$ cat config.mk
export PLATFORM = sky130hd
export DESIGN_NAME = lfps_supervisor
export DESIGN_NICKNAME = d
export VERILOG_FILES = /design/src/design/lfps_supervisor.v
export VERILOG_INCLUDE_DIRS = /design/src /design/src/common
export SDC_FILE = /design/constraint.sdc
export NUM_CORES = 1
export LEC_CHECK = 0
export ABC_CLOCK_PERIOD_IN_PS = 19600
export BUFFER_PORTS_ARGS = -buffer_cell sky130_fd_sc_hd__buf_4
export CORE_MARGIN = 5
export CORE_UTILIZATION = 51
export CTS_BUF_LIST = sky130_fd_sc_hd__clkbuf_2 sky130_fd_sc_hd__clkbuf_4 sky130_fd_sc_hd__clkbuf_8
export CTS_CLUSTER_SIZE = 25
export DETAILED_ROUTE_END_ITERATION = 10
export PLACE_DENSITY = 0.71
export SLEW_MARGIN = 20
export SYNTH_ARGS = -nofsm -noshare
export SYNTH_HDL_FRONTEND = slang
export SYNTH_SLANG_ARGS = --single-unit
$ cat constraint.sdc
create_clock -name sys_clk -period 19.6 [get_ports sys_clk]
set_input_delay 2.94 -clock sys_clk [delete_from_list [all_inputs] [get_ports sys_clk]]
set_output_delay 2.94 -clock sys_clk [all_outputs]
set_load 0.05 [all_outputs]
$ cat src/common/lfps_consts.vh
`ifndef LFPS_CONSTS_VH
`define LFPS_CONSTS_VH

// Clock rate
`define LFPS_CLK_HZ          250000000
// Tick divider: 1 ms system tick
`define LFPS_TICK_NS         1000000
`define LFPS_CLK_NS          4
`define LFPS_TICK_CYC        (`LFPS_TICK_NS / `LFPS_CLK_NS)
// Times in milliseconds, except LFPS_RESTORE_SEC in seconds and LFPS_FLASH_COUNT, a count
`define LFPS_BACKLIGHT_MS    900000
`define LFPS_TUNE_MS         2000
`define LFPS_FULL_SENS_MS    30000
`define LFPS_RESTORE_MS      5000
`define LFPS_RESTORE_SEC     3'd5
`define LFPS_CHANNEL_SELECT_BUTTON_HOLD_MS    3000
`define LFPS_BURST_PERIOD_MS 1000
`define LFPS_FLASH_MS        100
`define LFPS_FLASH_COUNT     3
`define LFPS_DEBOUNCE_MS     20
// Fault threshold in percent
`define LFPS_FAULT_PCT       25
// Counter width
`define LFPS_FCNT_W          8
// Reset values
`define LFPS_FCNT_RST        8'h00

`endif

$ cat src/design/lfps_supervisor.v
// Function
// [RQ1] Backlight on at any press, off after 15 minutes without press.
// [RQ2] Detect indicator shows call, delay, extension, pending or loop failure.
// [RQ3] Tuning completes and channel becomes operational within 2 seconds.
// [RQ4] Full sensitivity and hold only after 30 seconds running after tuning.
// [RQ5] Out of range or abrupt change over 25% enters fail-safe at once.
// [RQ6] Low fault tag for drop or short; high tag for rise or open.
// [RQ7] Fail-safe and failure message stay while the fault persists.
// [RQ8] After reset, failed channel retunes and resumes if loop is good.
// [RQ9] Fail-safe holds call output asserted in presence or pulse mode.
// [RQ10] Failure starts three-flash bursts each second until manual reset.
// [RQ11] Self-healed fault clears message but bursts remain latched.
// [RQ12] Failure counter counts each failure, cleared on reset, viewable.
// [RQ13] All four switches held 5 s restore defaults, countdown shown.
// [RQ14] Releasing any switch before countdown end aborts restore.
// [RQ15] Any two switches pressed together light every display segment.
// [RQ16] Restore sets disconnect type and all options to off.
// [RQ17] Channel button held 3 s resets the channel.
// [RQ18] Sensitivity or frequency change also resets the channel.
// [RQ19] Switches are debounced before gestures are evaluated.
// [RQ20] Range check is evaluated on every completed measurement.
`timescale 1ns/10ps
`default_nettype none
`include "lfps_consts.vh"

module lfps_supervisor #(
  parameter TICK_CYC     = `LFPS_TICK_CYC,
  parameter BACKLIGHT_MS = `LFPS_BACKLIGHT_MS,
  parameter TUNE_MS      = `LFPS_TUNE_MS,
  parameter FULL_MS      = `LFPS_FULL_SENS_MS,
  parameter RESTORE_MS   = `LFPS_RESTORE_MS,
  parameter HOLD_MS      = `LFPS_CHANNEL_SELECT_BUTTON_HOLD_MS,
  parameter BURST_MS     = `LFPS_BURST_PERIOD_MS,
  parameter FLASH_MS     = `LFPS_FLASH_MS,
  parameter DEB_MS       = `LFPS_DEBOUNCE_MS,
  parameter IND_W        = 16
) (
  input  wire              sys_clk,
  input  wire              rst,
  input  wire [3:0]        switch_raw,
  input  wire              channel_select_button,
  input  wire              setting_changed,
  input  wire              meas_done,
  input  wire [IND_W-1:0]  meas_ind,
  input  wire [IND_W-1:0]  ind_min,
  input  wire [IND_W-1:0]  ind_max,
  input  wire              loop_short,
  input  wire              loop_open,
  input  wire              presence_mode,
  input  wire              detect_call,
  input  wire              delay_timing,
  input  wire              ext_timing,
  input  wire              pending,
  input  wire [7:0]        addr,
  input  wire [7:0]        wdata,
  input  wire              wr,
  input  wire              rd,
  output reg  [7:0]        rdata,
  output reg               backlight,
  output reg               operational,
  output reg               full_sens,
  output reg               fail_safe,
  output reg               loop_fail_msg,
  output reg               low_fault_tag,
  output reg               high_fault_tag,
  output reg               call_out,
  output reg               detect_led,
  output reg  [`LFPS_FCNT_W-1:0] fail_count,
  output reg  [2:0]        restore_countdown,
  output reg               restore_active,
  output reg               defaults_load,
  output reg               disconnect_type,
  output reg               display_test
);

  localparam ST_TUNE = 2'd0;
  localparam ST_WARM = 2'd1;
  localparam ST_RUN  = 2'd2;

  localparam ADDR_STATUS = 8'h00;
  localparam ADDR_FCNT   = 8'h01;
  localparam ADDR_OPTS   = 8'h02;

  function [31:0] inc_sat;
    input [31:0] v;
    begin
      inc_sat = (v == 32'hffffffff) ? v : v + 32'd1;
    end
  endfunction

  function [2:0] popc4;
    input [3:0] v;
    begin
      popc4 = {2'b00, v[0]} + {2'b00, v[1]} + {2'b00, v[2]} + {2'b00, v[3]};
    end
  endfunction

  // 1 ms tick divider
  reg  [31:0] div_q;
  wire        tick = (div_q == TICK_CYC - 1);
  always @(posedge sys_clk) begin
    if (rst || tick)
      div_q <= 32'h0;
    else
      div_q <= div_q + 32'h1;
  end

  // Debounce switches and channel button
  reg [4:0]  sw_sync_q;
  reg [4:0]  sw_q;
  reg [31:0] deb_cnt_q [0:4];
  wire [4:0] raw_all = {channel_select_button, switch_raw};
  integer i;
  always @(posedge sys_clk) begin
    sw_sync_q <= raw_all;
    for (i = 0; i < 5; i = i + 1) begin
      if (rst) begin
        sw_q[i]      <= 1'b0;
        deb_cnt_q[i] <= 32'h0;
      end else if (sw_sync_q[i] == sw_q[i]) begin
        deb_cnt_q[i] <= 32'h0;
      end else if (tick) begin
        if (deb_cnt_q[i] >= DEB_MS - 1) begin // RQ19
          sw_q[i]      <= sw_sync_q[i];
          deb_cnt_q[i] <= 32'h0;
        end else begin
          deb_cnt_q[i] <= deb_cnt_q[i] + 32'h1;
        end
      end
    end
  end

  reg  [4:0] sw_prev_q;
  wire       any_press = |(sw_q & ~sw_prev_q);
  always @(posedge sys_clk) begin
    if (rst)
      sw_prev_q <= 5'h0;
    else
      sw_prev_q <= sw_q;
  end

  // Backlight
  reg [31:0] bl_cnt_q;
  always @(posedge sys_clk) begin
    if (rst) begin
      bl_cnt_q  <= 32'h0;
      backlight <= 1'b0;
    end else if (any_press) begin
      bl_cnt_q  <= 32'h0;
      backlight <= 1'b1; // RQ1
    end else if (backlight && tick) begin
      if (bl_cnt_q >= BACKLIGHT_MS - 1)
        backlight <= 1'b0; // RQ1
      else
        bl_cnt_q <= bl_cnt_q + 32'h1;
    end
  end

  // Factory restore and display test
  wire       all_four = (sw_q[3:0] == 4'hf);
  reg [31:0] rst_cnt_q;
  always @(posedge sys_clk) begin
    if (rst) begin
      rst_cnt_q      <= 32'h0;
      restore_active <= 1'b0;
      defaults_load  <= 1'b0;
      display_test   <= 1'b0;
    end else begin
      defaults_load <= 1'b0;
      display_test  <= (popc4(sw_q[3:0]) == 3'd2); // RQ15
      if (!all_four) begin
        rst_cnt_q      <= 32'h0; // RQ14
        restore_active <= 1'b0;
      end else if (restore_active || rst_cnt_q == 32'h0) begin
        restore_active <= 1'b1;
        if (tick) begin
          if (rst_cnt_q >= RESTORE_MS - 1) begin
            defaults_load  <= 1'b1; // RQ13
            restore_active <= 1'b0;
          end
          rst_cnt_q <= rst_cnt_q + 32'h1;
        end
      end
    end
  end

  // Countdown in whole seconds of the hold
  localparam CD_STEP = (RESTORE_MS >= `LFPS_RESTORE_SEC) ?
                       RESTORE_MS / `LFPS_RESTORE_SEC : 1;
  wire [31:0] cd_elapsed = rst_cnt_q / CD_STEP;
  always @* begin
    restore_countdown = 3'd0;
    if (restore_active)
      restore_countdown = (cd_elapsed >= `LFPS_RESTORE_SEC - 3'd1) ? 3'd1 :
                          `LFPS_RESTORE_SEC - cd_elapsed[2:0]; // RQ13
  end

  // Channel reset: hold, setting change, restore
  reg [31:0] hold_cnt_q;
  reg        hold_fire_q;
  always @(posedge sys_clk) begin
    if (rst || !sw_q[4]) begin
      hold_cnt_q  <= 32'h0;
      hold_fire_q <= 1'b0;
    end else if (tick && !hold_fire_q) begin
      if (hold_cnt_q >= HOLD_MS - 1)
        hold_fire_q <= 1'b1;
      else
        hold_cnt_q <= hold_cnt_q + 32'h1;
    end
  end
  wire hold_reset = sw_q[4] && tick && !hold_fire_q &&
                    (hold_cnt_q >= HOLD_MS - 1); // RQ17
  wire channel_select_button_reset = hold_reset || setting_changed || defaults_load; // RQ18

  // Options: disconnect type, writable by software
  always @(posedge sys_clk) begin
    if (rst || defaults_load)
      disconnect_type <= 1'b0; // RQ16
    else if (wr && addr == ADDR_OPTS)
      disconnect_type <= wdata[0];
  end

  // Tuning sequence
  reg [1:0]  st_q;
  reg [31:0] st_cnt_q;
  always @(posedge sys_clk) begin
    if (rst || channel_select_button_reset) begin
      st_q     <= ST_TUNE; // RQ8
      st_cnt_q <= 32'h0;
    end else if (tick) begin
      case (st_q)
        ST_TUNE: begin
          if (st_cnt_q >= TUNE_MS - 1) begin
            st_q     <= ST_WARM; // RQ3
            st_cnt_q <= 32'h0;
          end else begin
            st_cnt_q <= st_cnt_q + 32'h1;
          end
        end
        ST_WARM: begin
          if (st_cnt_q >= FULL_MS - 1)
            st_q <= ST_RUN; // RQ4
          else
            st_cnt_q <= st_cnt_q + 32'h1;
        end
        ST_RUN: st_q <= ST_RUN;
        default: st_q <= ST_TUNE;
      endcase
    end
  end
  always @(posedge sys_clk) begin
    if (rst) begin
      operational <= 1'b0;
      full_sens   <= 1'b0;
    end else begin
      operational <= (st_q != ST_TUNE); // RQ3
      full_sens   <= (st_q == ST_RUN);  // RQ4
    end
  end

  // Loop fault check per measurement
  reg  [IND_W-1:0] base_q;
  reg              base_ok_q;
  wire [IND_W+6:0] m100 = {7'h0, meas_ind} * 7'd100;
  wire [IND_W+6:0] b125 = {7'h0, base_q} * 7'd125;
  wire [IND_W+6:0] b75  = {7'h0, base_q} * 7'd75;
  wire lo_now = loop_short || meas_ind < ind_min ||
                (base_ok_q && m100 < b75);  // RQ6
  wire hi_now = loop_open || meas_ind > ind_max ||
                (base_ok_q && m100 > b125); // RQ6
  wire fault_now = lo_now || hi_now;
  reg  burst_q;

  always @(posedge sys_clk) begin
    if (rst || channel_select_button_reset) begin
      fail_safe      <= 1'b0;
      loop_fail_msg  <= 1'b0;
      low_fault_tag  <= 1'b0;
      high_fault_tag <= 1'b0;
      base_ok_q      <= 1'b0;
      base_q         <= {IND_W{1'b0}};
      // Fault in a channel reset cycle still starts the bursts
      burst_q        <= !rst && meas_done && fault_now; // RQ10
      fail_count     <= `LFPS_FCNT_RST; // RQ12
    end else if (meas_done) begin // RQ20
      fail_safe      <= fault_now; // RQ5 RQ7 RQ11
      loop_fail_msg  <= fault_now; // RQ5 RQ11
      low_fault_tag  <= lo_now;
      high_fault_tag <= hi_now;
      if (fault_now) begin
        burst_q <= 1'b1; // RQ10 RQ11
        if (!fail_safe && fail_count != {`LFPS_FCNT_W{1'b1}})
          fail_count <= fail_count + 1'b1; // RQ12
      end else begin
        base_q    <= meas_ind;
        base_ok_q <= 1'b1;
      end
    end
  end

  // Burst pattern: three flashes per second
  reg [31:0] bp_cnt_q;
  always @(posedge sys_clk) begin
    if (rst || !burst_q)
      bp_cnt_q <= 32'h0;
    else if (tick)
      bp_cnt_q <= (bp_cnt_q >= BURST_MS - 1) ? 32'h0 : inc_sat(bp_cnt_q);
  end
  wire [31:0] slot  = bp_cnt_q / FLASH_MS;
  wire        flash = burst_q && slot < 2 * `LFPS_FLASH_COUNT &&
                      !slot[0]; // RQ10

  // Call and detect indicator
  always @(posedge sys_clk) begin
    if (rst) begin
      call_out   <= 1'b0;
      detect_led <= 1'b0;
    end else begin
      call_out <= fail_safe || (operational && detect_call); // RQ9
      if (burst_q)
        detect_led <= flash; // RQ10
      else
        detect_led <= detect_call || delay_timing || ext_timing ||
                      pending || fail_safe; // RQ2
    end
  end

  // Register read port
  always @(posedge sys_clk) begin
    if (rst)
      rdata <= 8'h00;
    else if (rd) begin
      case (addr)
        ADDR_STATUS: rdata <= {presence_mode, burst_q, high_fault_tag,
                               low_fault_tag, fail_safe, full_sens,
                               operational, backlight};
        ADDR_FCNT:   rdata <= fail_count; // RQ12
        ADDR_OPTS:   rdata <= {7'h00, disconnect_type};
        default:     rdata <= 8'h00;
      endcase
    end else
      rdata <= 8'h00;
  end

endmodule // lfps_supervisor

`default_nettype wire

Yosys cells after proc, flatten, opt, wreduce, memory -nomap -nowiden
Memory sizes are Yosys's and may differ from the RTL's.
Index checks and enable logic that the tools add are counted.
- add/sub/neg operators: 16
- multiply operators: 3
- div/mod/pow operators: 2
- $lt $le $gt $ge: 17
- eq/ne operators: 18
- multiplexer cells: 103
- bitwise gates (word level): 29
- reductions and logical operators: 68
- operators by type and width (operator ; number):
    32-bit two-way mux ; 19
    32-bit by 1-bit adder with 32-bit output (second input constant) ; 11
    32-bit by 5-bit >= comparator with 1-bit output (second input constant) ; 5
    1-bit two-way mux ; 77
    32-bit one-hot mux with 2 select lines ; 1
    16-bit by 7-bit multiplier with 23-bit output (second input constant) ; 2
    32-bit by 10-bit divider with 32-bit output (second input constant) ; 1
    32-bit by 7-bit divider with 32-bit output (second input constant) ; 1
    32-bit by 18-bit equality test with 1-bit output (second input constant) ; 1
    32-bit equality test (second input constant) ; 1
    32-bit by 10-bit >= comparator with 1-bit output (second input constant) ; 1
    32-bit by 11-bit >= comparator with 1-bit output (second input constant) ; 1
    32-bit by 12-bit >= comparator with 1-bit output (second input constant) ; 1
    32-bit by 13-bit >= comparator with 1-bit output (second input constant) ; 1
    32-bit by 15-bit >= comparator with 1-bit output (second input constant) ; 1
    32-bit by 20-bit >= comparator with 1-bit output (second input constant) ; 1
    32-bit by 3-bit >= comparator with 1-bit output (second input constant) ; 1
    32-bit zero test ; 1
    32-bit by 3-bit < comparator with 1-bit output (second input constant) ; 1
    8-bit one-hot mux with 3 select lines ; 1
    3-bit AND reduction ; 8
    23-bit > comparator ; 1
    23-bit < comparator ; 1
    16-bit by 5-bit multiplier with 21-bit output (second input constant) ; 1
    34 further kinds ; 116
- flip-flop bits (word level): 256
- RAM bits: 160
- bits of input ports: 82
- output and inout port bits: 32
- logic and storage cells: 289
- memories kept: 1
- memory list (memory ; words ; bits a word ; rd ports ; clocked after Yosys merged registers in ; wr ports ; RTL line ; source):
    deb_cnt_q ; 5 ; 32 ; 5 ; 0 ; 5 ; lfps_supervisor.v:111 ; reg [31:0] deb_cnt_q [0:4];

Longest topological paths before layout
Gate-level depths: netlist (run 1).
- word-level depth: 9
- gate-level depth with buffers: 68

Least setup slack after synthesis (run 1)
No wires, ideal clock.
- path kind: register -> output
- start: reg rst_cnt_q[29]
- end: out restore_countdown[1]
- data arrival time: 17101 ps
- data required time: 16660 ps
- setup slack: -441 ps
- cell stages (with the launch flop): 61
- cells stage by stage: dfxtp_1 -> buf_4 -> and4_1 -> buf_4 -> nand2_2 -> maj3_1 -> o221a_2 -> a32o_1 -> mux2i_2 -> a21oi_4 -> xnor2_2 -> nor2_1 -> or4_4 -> and3_1 -> buf_2 -> a31oi_4 -> mux2i_2 -> a21oi_1 -> [... 25 more ...] -> o2111a_1 -> a311o_1 -> a41oi_4 -> nor2_1 -> or3_1 -> or4b_1 -> and3_1 -> xor2_1 -> nand4_1 -> o211ai_2 -> mux2i_1 -> o21a_1 -> nand3_1 -> and2_4 -> o41ai_1 -> a21oi_1 -> o31a_1 -> a2111oi_1
- longest elaborated chain between the ends: 4
- elaborated cells between the ends (all ways): 5
- ends and longest elaborated chain (item ; RTL line ; source):
    start, declared ; lfps_supervisor.v:161 ; reg [31:0] rst_cnt_q;
    start signal, assigned ; lfps_supervisor.v:181 ; rst_cnt_q <= rst_cnt_q + 32'h1;
    32-bit by 10-bit divider with 32-bit output * ; lfps_supervisor.v:190 ; wire [31:0] cd_elapsed = rst_cnt_q / CD_STEP;
    32-bit by 3-bit >= comparator with 1-bit output / 3-bit subtractor (equally long branches) ; - ;
    3-bit two-way mux * ; lfps_supervisor.v:194 ; restore_countdown = (cd_elapsed >= `LFPS_RESTORE_SEC - 3'd1) ? 3'd1 :
    3-bit two-way mux * ; lfps_supervisor.v:193 ; if (restore_active)
    end, declared ; lfps_supervisor.v:69 ; output reg [2:0] restore_countdown,
Every way passes the cells marked *; elsewhere a longest branch is shown, timed or not.

Worst setup path after layout (run 1)
Ends and elaborated chain as after synthesis.

==> run metrics, run 1 <==
status=complete, no violations; Ports=around 110; start point of the critical path=rst_cnt_q[29]$_SDFFE_PP0P_; Top FF cell, synth=dfxtp_1; area grow syn2layout=15.4%; WL met3=approximately 4400 um; top cells by area, synth=dfxtp_1 14%, edfxtp_1 13%, ha_1 8.9%; delay-heaviest family, CP=compound AO/OA/AOI/OAI gates; hold bufs inserted after CTS=0; number of max-cap violations=0; Num CTS Buffers=71; CP endpoint=restore_countdown[1]; vias in the first global route=a little under 30000; vias per cell=~6; die footprint=just under 80000 sq um; Avg WL per Cell=around 16 um; # H-tree levels=3; Worst Setup Start Kind=register; Inst Count DP=5384; setup violators final=0; relative slew slack=32.3%; HPWL after DPL=62800 um; Crit Reg-Reg Startpoint=bp_cnt_q[27]$_SDFFE_PP0P_; Initial Util=51.2%; Arr. time, crit path=~16 ns; most frequent cells in the layout=439 x nor2_1, 317 x inv_1, 283 x buf_4, 259 x ha_1, 255 x nand2_1; DRT Wirelength=approximately 87000 um; Final Util=between 50% and 60%; Top Metal Used=met4; syn_area_per_cell=about 8.6 sq um; Final Worst Setup Slack=0.403 ns; FMAX=52.1 MHz; Synth area leader=dfxtp_1; share of layout cells above drive strength 1=between 10% and 20%; nets@finish=between 5000 and 6000; total number of vias=between 30000 and 40000; Pre-Repair DR Iteration Count=6; CP required=roughly 17 ns; FF-to-FF End=detect_led$_SDFF_PP0_; Max IR drop VDD=about 0.000065 V; CTS max path bufs=3; drc violations=0; clock transition at the registers of the reported paths=roughly 0.06 ns; WS Path Type=register to primary output; core area=slightly above 70000 sq um; Fin Setup TNS=0 ns; final count of hold timing violations=0; register area share after synthesis=roughly 27%; clk root buf=clkbuf_8; Global Route Usage Sum=a little over a fifth; FF-to-FF path depth=56; LEAKAGE=between 15 and 20 nW; PD cells=roughly 48 nW/um^2; dpl ws=-0.164 ns; latest clock arrival within the worst-skew pair=0.66 ns; critical path depth=64; largest net degree at the start of global routing=34; Finished Layout Cells=roughly 5600; Die Ht=about 280 um; Crit. End Element=primary output; worst min-delay path class=register to register; Final period util=around 98%; TritonCTS clock tree=built; wire length of the first global-routing pass=between 100000 and 150000 um; Met2 Routed Length=approximately 41000 um; Die X=approximately 280 um; Fin Clk Skew=0.0547 ns; Post-synth EDFFs=161; synthesis-stage register bit count=416; area share of the largest cell type after synthesis=approximately 14%; Worst-Margin Slew=1.02 ns; initial antenna violation count=1; number of cells on the worst hold path=1; routability-driven placement congestion ratio=slightly below 0.9; clock sinks=416; YS warnings=0; CP peak stage delay=0.54 ns; distinct cell type count after synthesis=160; Port Buf Inserts=~110; reg2reg setup slack=around 1.2 ns; DRT iter0 DRCs=between 2000 and 2500; Post-DRT Antenna Nets=0; grt total ovfl=0; Final Max Slew Viols=0; Post-Synthesis Cells=between 4000 and 5000; num rows=98; Post-Synthesis Cell Area=between 30000 and 40000 sq um; CP Max Fanout=8; wire length on met1=between 40000 and 50000 um; worst path bufs/invs=8; async set or reset register ratio after synthesis=0%; Filler cells=6263; slowest CP cell=or4_4; most frequent CP cell=buf_4; min cycle time layout=~19 ns; most common cell after layout, fill and taps aside=nor2_1
cell type report:
cell class	count	area, sq um	share of cell area (%)
Antenna cell	1	2.50	0.00594
Clock buffer	101	1250	2.96
Clock inverter	27	259	0.615
Inverter	320	1200	2.85
Multi-Input combinational cell	3474	25900	61.5
Sequential cell	416	9970	23.7
Tap cell	950	1190	2.82
Timing Repair Buffer	303	2350	5.58
power breakdown:
| group | leakage (nW) | total (mW) | switching, mW | internal (mW) |
|---|---|---|---|---|
| registers | 3.73 | 0.934 | 0.0103 | 0.923 |
| clock network | 0.794 | 0.819 | 0.370 | 0.449 |
| logic | 12.7 | 0.266 | 0.152 | 0.114 |
per-stage QoR:
| stage | cell area (sq um) | power (mW) | hold slack (ns) |
|---|---|---|---|
| 4_1_cts | 40500 | 2.05 | 0.452 |
| 3_3_place_gp | 38700 | 1.21 | 0.435 |
| 2_1_floorplan | 37000 | 1.14 | 0.418 |
| 5_1_grt | 42100 | 2.13 | 0.465 |
| 3_5_place_dp | 38700 | 1.22 | 0.438 |
| 6_report | 42100 | 2.02 | 0.448 |
cell families (layout without fill, tap and decap cells):
family | count (synthesis) | count (layout) | share of synthesized area [%]
other | 1 | 136 | 0.0103
and+or+nand+nor | 1531 | 1531 | 21.3
adders and majority gates | 359 | 359 | 14.1
AOI/OAI and AO/OA | 1108 | 1108 | 22.1
buffers and inverters | 491 | 751 | 6.46
muxes | 91 | 91 | 2.70
DFF | 416 | 416 | 27.2
xor gates and xnor gates | 250 | 250 | 6.10
synthesized netlist by cell type (all sizes together) (97+ instances only):
library cell	count
xnor2	151
nor3	106
ha	259
edfxtp	161
inv	319
dfxtp	255
nand3	175
a21oi	264
nor2	452
buf	97
nand2	263
xor2	99
o21ai	198
worst register-to-register path, delay by kind of cell, from the launching register on:
family	cells	cell delay (ns)
simple gates	21	6.93
xor+xnor	1	0.28
flops	1	0.57
compound gates	34	10.60
per-layer routing:
metal | global-route usage [%] | vias to the layer above
met2 | 34.4 | 819
met4 | 5.12 | 0
met5 | 0 | -
li1 | - | 16200
met1 | 29.4 | 15500
met3 | 2.80 | 137
flip-flops by register name, indices dropped and copies added, names as in the netlist, 8 cells and up:
register and count:
base_q 16, bl_cnt_q 32, bp_cnt_q 32, deb_cnt_q 160
div_q 32, fail_count 8, hold_cnt_q 32, rdata 8
rst_cnt_q 32, st_cnt_q 32
worst min path at each step:
stage | startpoint | end | slack, ns
2_1_floorplan | div_q[0]$_SDFF_PP0_ | div_q[0]$_SDFF_PP0_ | 0.42
3_3_place_gp | div_q[0]$_SDFF_PP0_ | div_q[0]$_SDFF_PP0_ | 0.44
3_5_place_dp | div_q[0]$_SDFF_PP0_ | div_q[0]$_SDFF_PP0_ | 0.44
4_1_cts | div_q[0]$_SDFF_PP0_ | div_q[0]$_SDFF_PP0_ | 0.45
5_1_grt | div_q[0]$_SDFF_PP0_ | div_q[0]$_SDFF_PP0_ | 0.47
6_report | div_q[0]$_SDFF_PP0_ | div_q[0]$_SDFF_PP0_ | 0.45
what timing repair did:
item / in CTS / in global routing
buffers inserted: 12 / 66
resized for setup: 46 / 228
gates cloned: 0 / 1
pin swaps: 14 / 93
setup endpoints to repair: 3 / 4
Note: power is estimated with default switching activity, not from simulation.
==> run 2, diff against run 1 <==
CTS_BUF_LIST = sky130_fd_sc_hd__clkbuf_4   (was sky130_fd_sc_hd__clkbuf_2 sky130_fd_sc_hd__clkbuf_4 sky130_fd_sc_hd__clkbuf_8)
==> run metrics, run 2 (same netlist as run 1, synthesis figures left out) <==
status=complete, no violations; Final period util=97.5%; Arr. time, crit path=16.18 ns; Inst Count DP=5384; total number of vias=roughly 33000; wire length of the first global-routing pass=between 100000 and 150000 um; min cycle time layout=approximately 19 ns; wire length on met1=~40000 um; slowest CP cell=or4_4; drc violations=0; Die X=about 280 um; most common cell after layout, fill and taps aside=nor2_1; number of cells on the worst hold path=1; CTS max path bufs=3; Port Buf Inserts=roughly 110; clk root buf=clkbuf_4; area grow syn2layout=14.9%; Avg WL per Cell=approximately 15 um; DRT iter0 DRCs=between 2000 and 2500; Met2 Routed Length=approximately 40000 um; Top Metal Used=met5; WS Path Type=register to primary output; nets@finish=about 5000; relative slew slack=~33%; Fin Clk Skew=approximately 0.084 ns; Pre-Repair DR Iteration Count=7; Filler cells=about 6300; worst min-delay path class=register to register; area occupied by registers=around 10000 sq um; area occupied by multi-input gates=roughly 26000 sq um; CP required=roughly 17 ns; final count of hold timing violations=0; CP Max Fanout=8; Num CTS Buffers=~100; Global Route Usage Sum=21.0%; setup violators final=0; vias in the first global route=30100; Biggest register=deb_cnt_q; die footprint=slightly below 80000 sq um; Final Util=just under 60%; share of layout cells above drive strength 1=17.7%; most frequent CP cell=buf_4; core area=between 70000 and 80000 sq um; Max IR drop VDD=roughly 0.000062 V; Initial Util=51.2%; vias per cell=5.79; initial antenna violation count=2; grt total ovfl=0; FF-to-FF path depth=57; largest net degree at the start of global routing=34; # H-tree levels=3; Ports=114; PD cells=46.2 nW/um^2; number of max-cap violations=0; num rows=98; RSZ-0062 raised after global routing=true; Worst-Margin Slew=around 1 ns; number of flip-flops in the largest register=160; most frequent cells in the layout=441 x nor2_1, 317 x inv_1, 279 x buf_4, 259 x ha_1, 255 x nand2_1; HPWL after DPL=around 63000 um; routability-driven placement congestion ratio=about 0.88; hold bufs inserted after CTS=0; Worst Setup Start Kind=register; TritonCTS clock tree=built; latest clock arrival within the worst-skew pair=about 0.90 ns; FMAX=~52 MHz; Crit. End Element=primary output; Die Ht=277 um; clock transition at the registers of the reported paths=roughly 0.060 ns; WL met3=around 4300 um; LEAKAGE=about 17 nW; CP peak stage delay=0.58 ns; Post-DRT Antenna Nets=0; Finished Layout Cells=between 5000 and 6000; Final Max Slew Viols=0; clock sinks=around 420; DRT Wirelength=around 87000 um
run 2: repair_timing:
| action | in CTS | in global routing |
|---|---|---|
| endpoints found under the hold margin | 0 | 0 |
| endpoints found under the setup margin | 3 | 4 |
| gates resized for setup | 87 | 181 |
| setup buffers | 19 | 55 |
| pin swaps | 29 | 60 |
run 2: worst paths after layout:
| check | startpoint | slack (ns) | end |
|---|---|---|---|
| worst max-delay path | rst_cnt_q[27]$_SDFFE_PP0P_ | 0.48 | restore_countdown[1] |
| worst min-delay path | div_q[0]$_SDFF_PP0_ | 0.45 | div_q[0]$_SDFF_PP0_ |
| worst max register to register | bp_cnt_q[28]$_SDFFE_PP0P_ | 1.10 | detect_led$_SDFF_PP0_ |
| worst min register to register | div_q[0]$_SDFF_PP0_ | 0.45 | div_q[0]$_SDFF_PP0_ |
run 2: critical path: cells and delay by family, from the launching register on:
kind                   cells  cell delay, ns
flip-flops                 1            0.40
AO/OA/AOI/OAI             30            6.71
buffers and inverters     10            1.77
XOR/XNOR                   5            0.57
multiplexers               6            1.59
AND/OR/NAND/NOR           15            4.27
run 2: layer usage:
layer	track usage [%]	vias to the layer above
met1	29.5	15400
met3	2.79	130
met4	4.66	2
met2	34.8	829
met5	0	-
li1	-	16300
run 2: area by class of cell:
| cell class | instances | share of cell area (%) |
|---|---|---|
| well taps | 950 | 2.83 |
| inverters | 320 | 2.86 |
| clock buffers | 146 | 2.61 |
| clock inverters | 46 | 0.656 |
| diodes | 1 | 0.00597 |
| flip-flops and latches | 416 | 23.8 |
| multi-input cells | 3474 | 61.8 |
| repair buffers | 298 | 5.48 |
run 2: power by group:
group | switching (mW) | internal [mW] | total, mW
clock | 0.372 | 0.368 | 0.740
sequential | 0.0102 | 0.923 | 0.933
combinational | 0.152 | 0.115 | 0.267
total | 0.534 | 1.41 | 1.94
run 2: through the flow:
stage                     cell area [sq um]  power, mW  TNS, ns  setup WS (ns)  hold WS (ns)
after floorplan                       37000       1.14        0          0.149         0.418
after global placement                38700       1.21        0          0.100         0.435
after detailed placement              38700       1.22   -0.201         -0.164         0.438
after CTS                             40600       1.97        0        0.00158         0.452
after global routing                  41900       2.06   -0.864         -0.309         0.466
final                                 41900       1.94        0          0.480         0.447
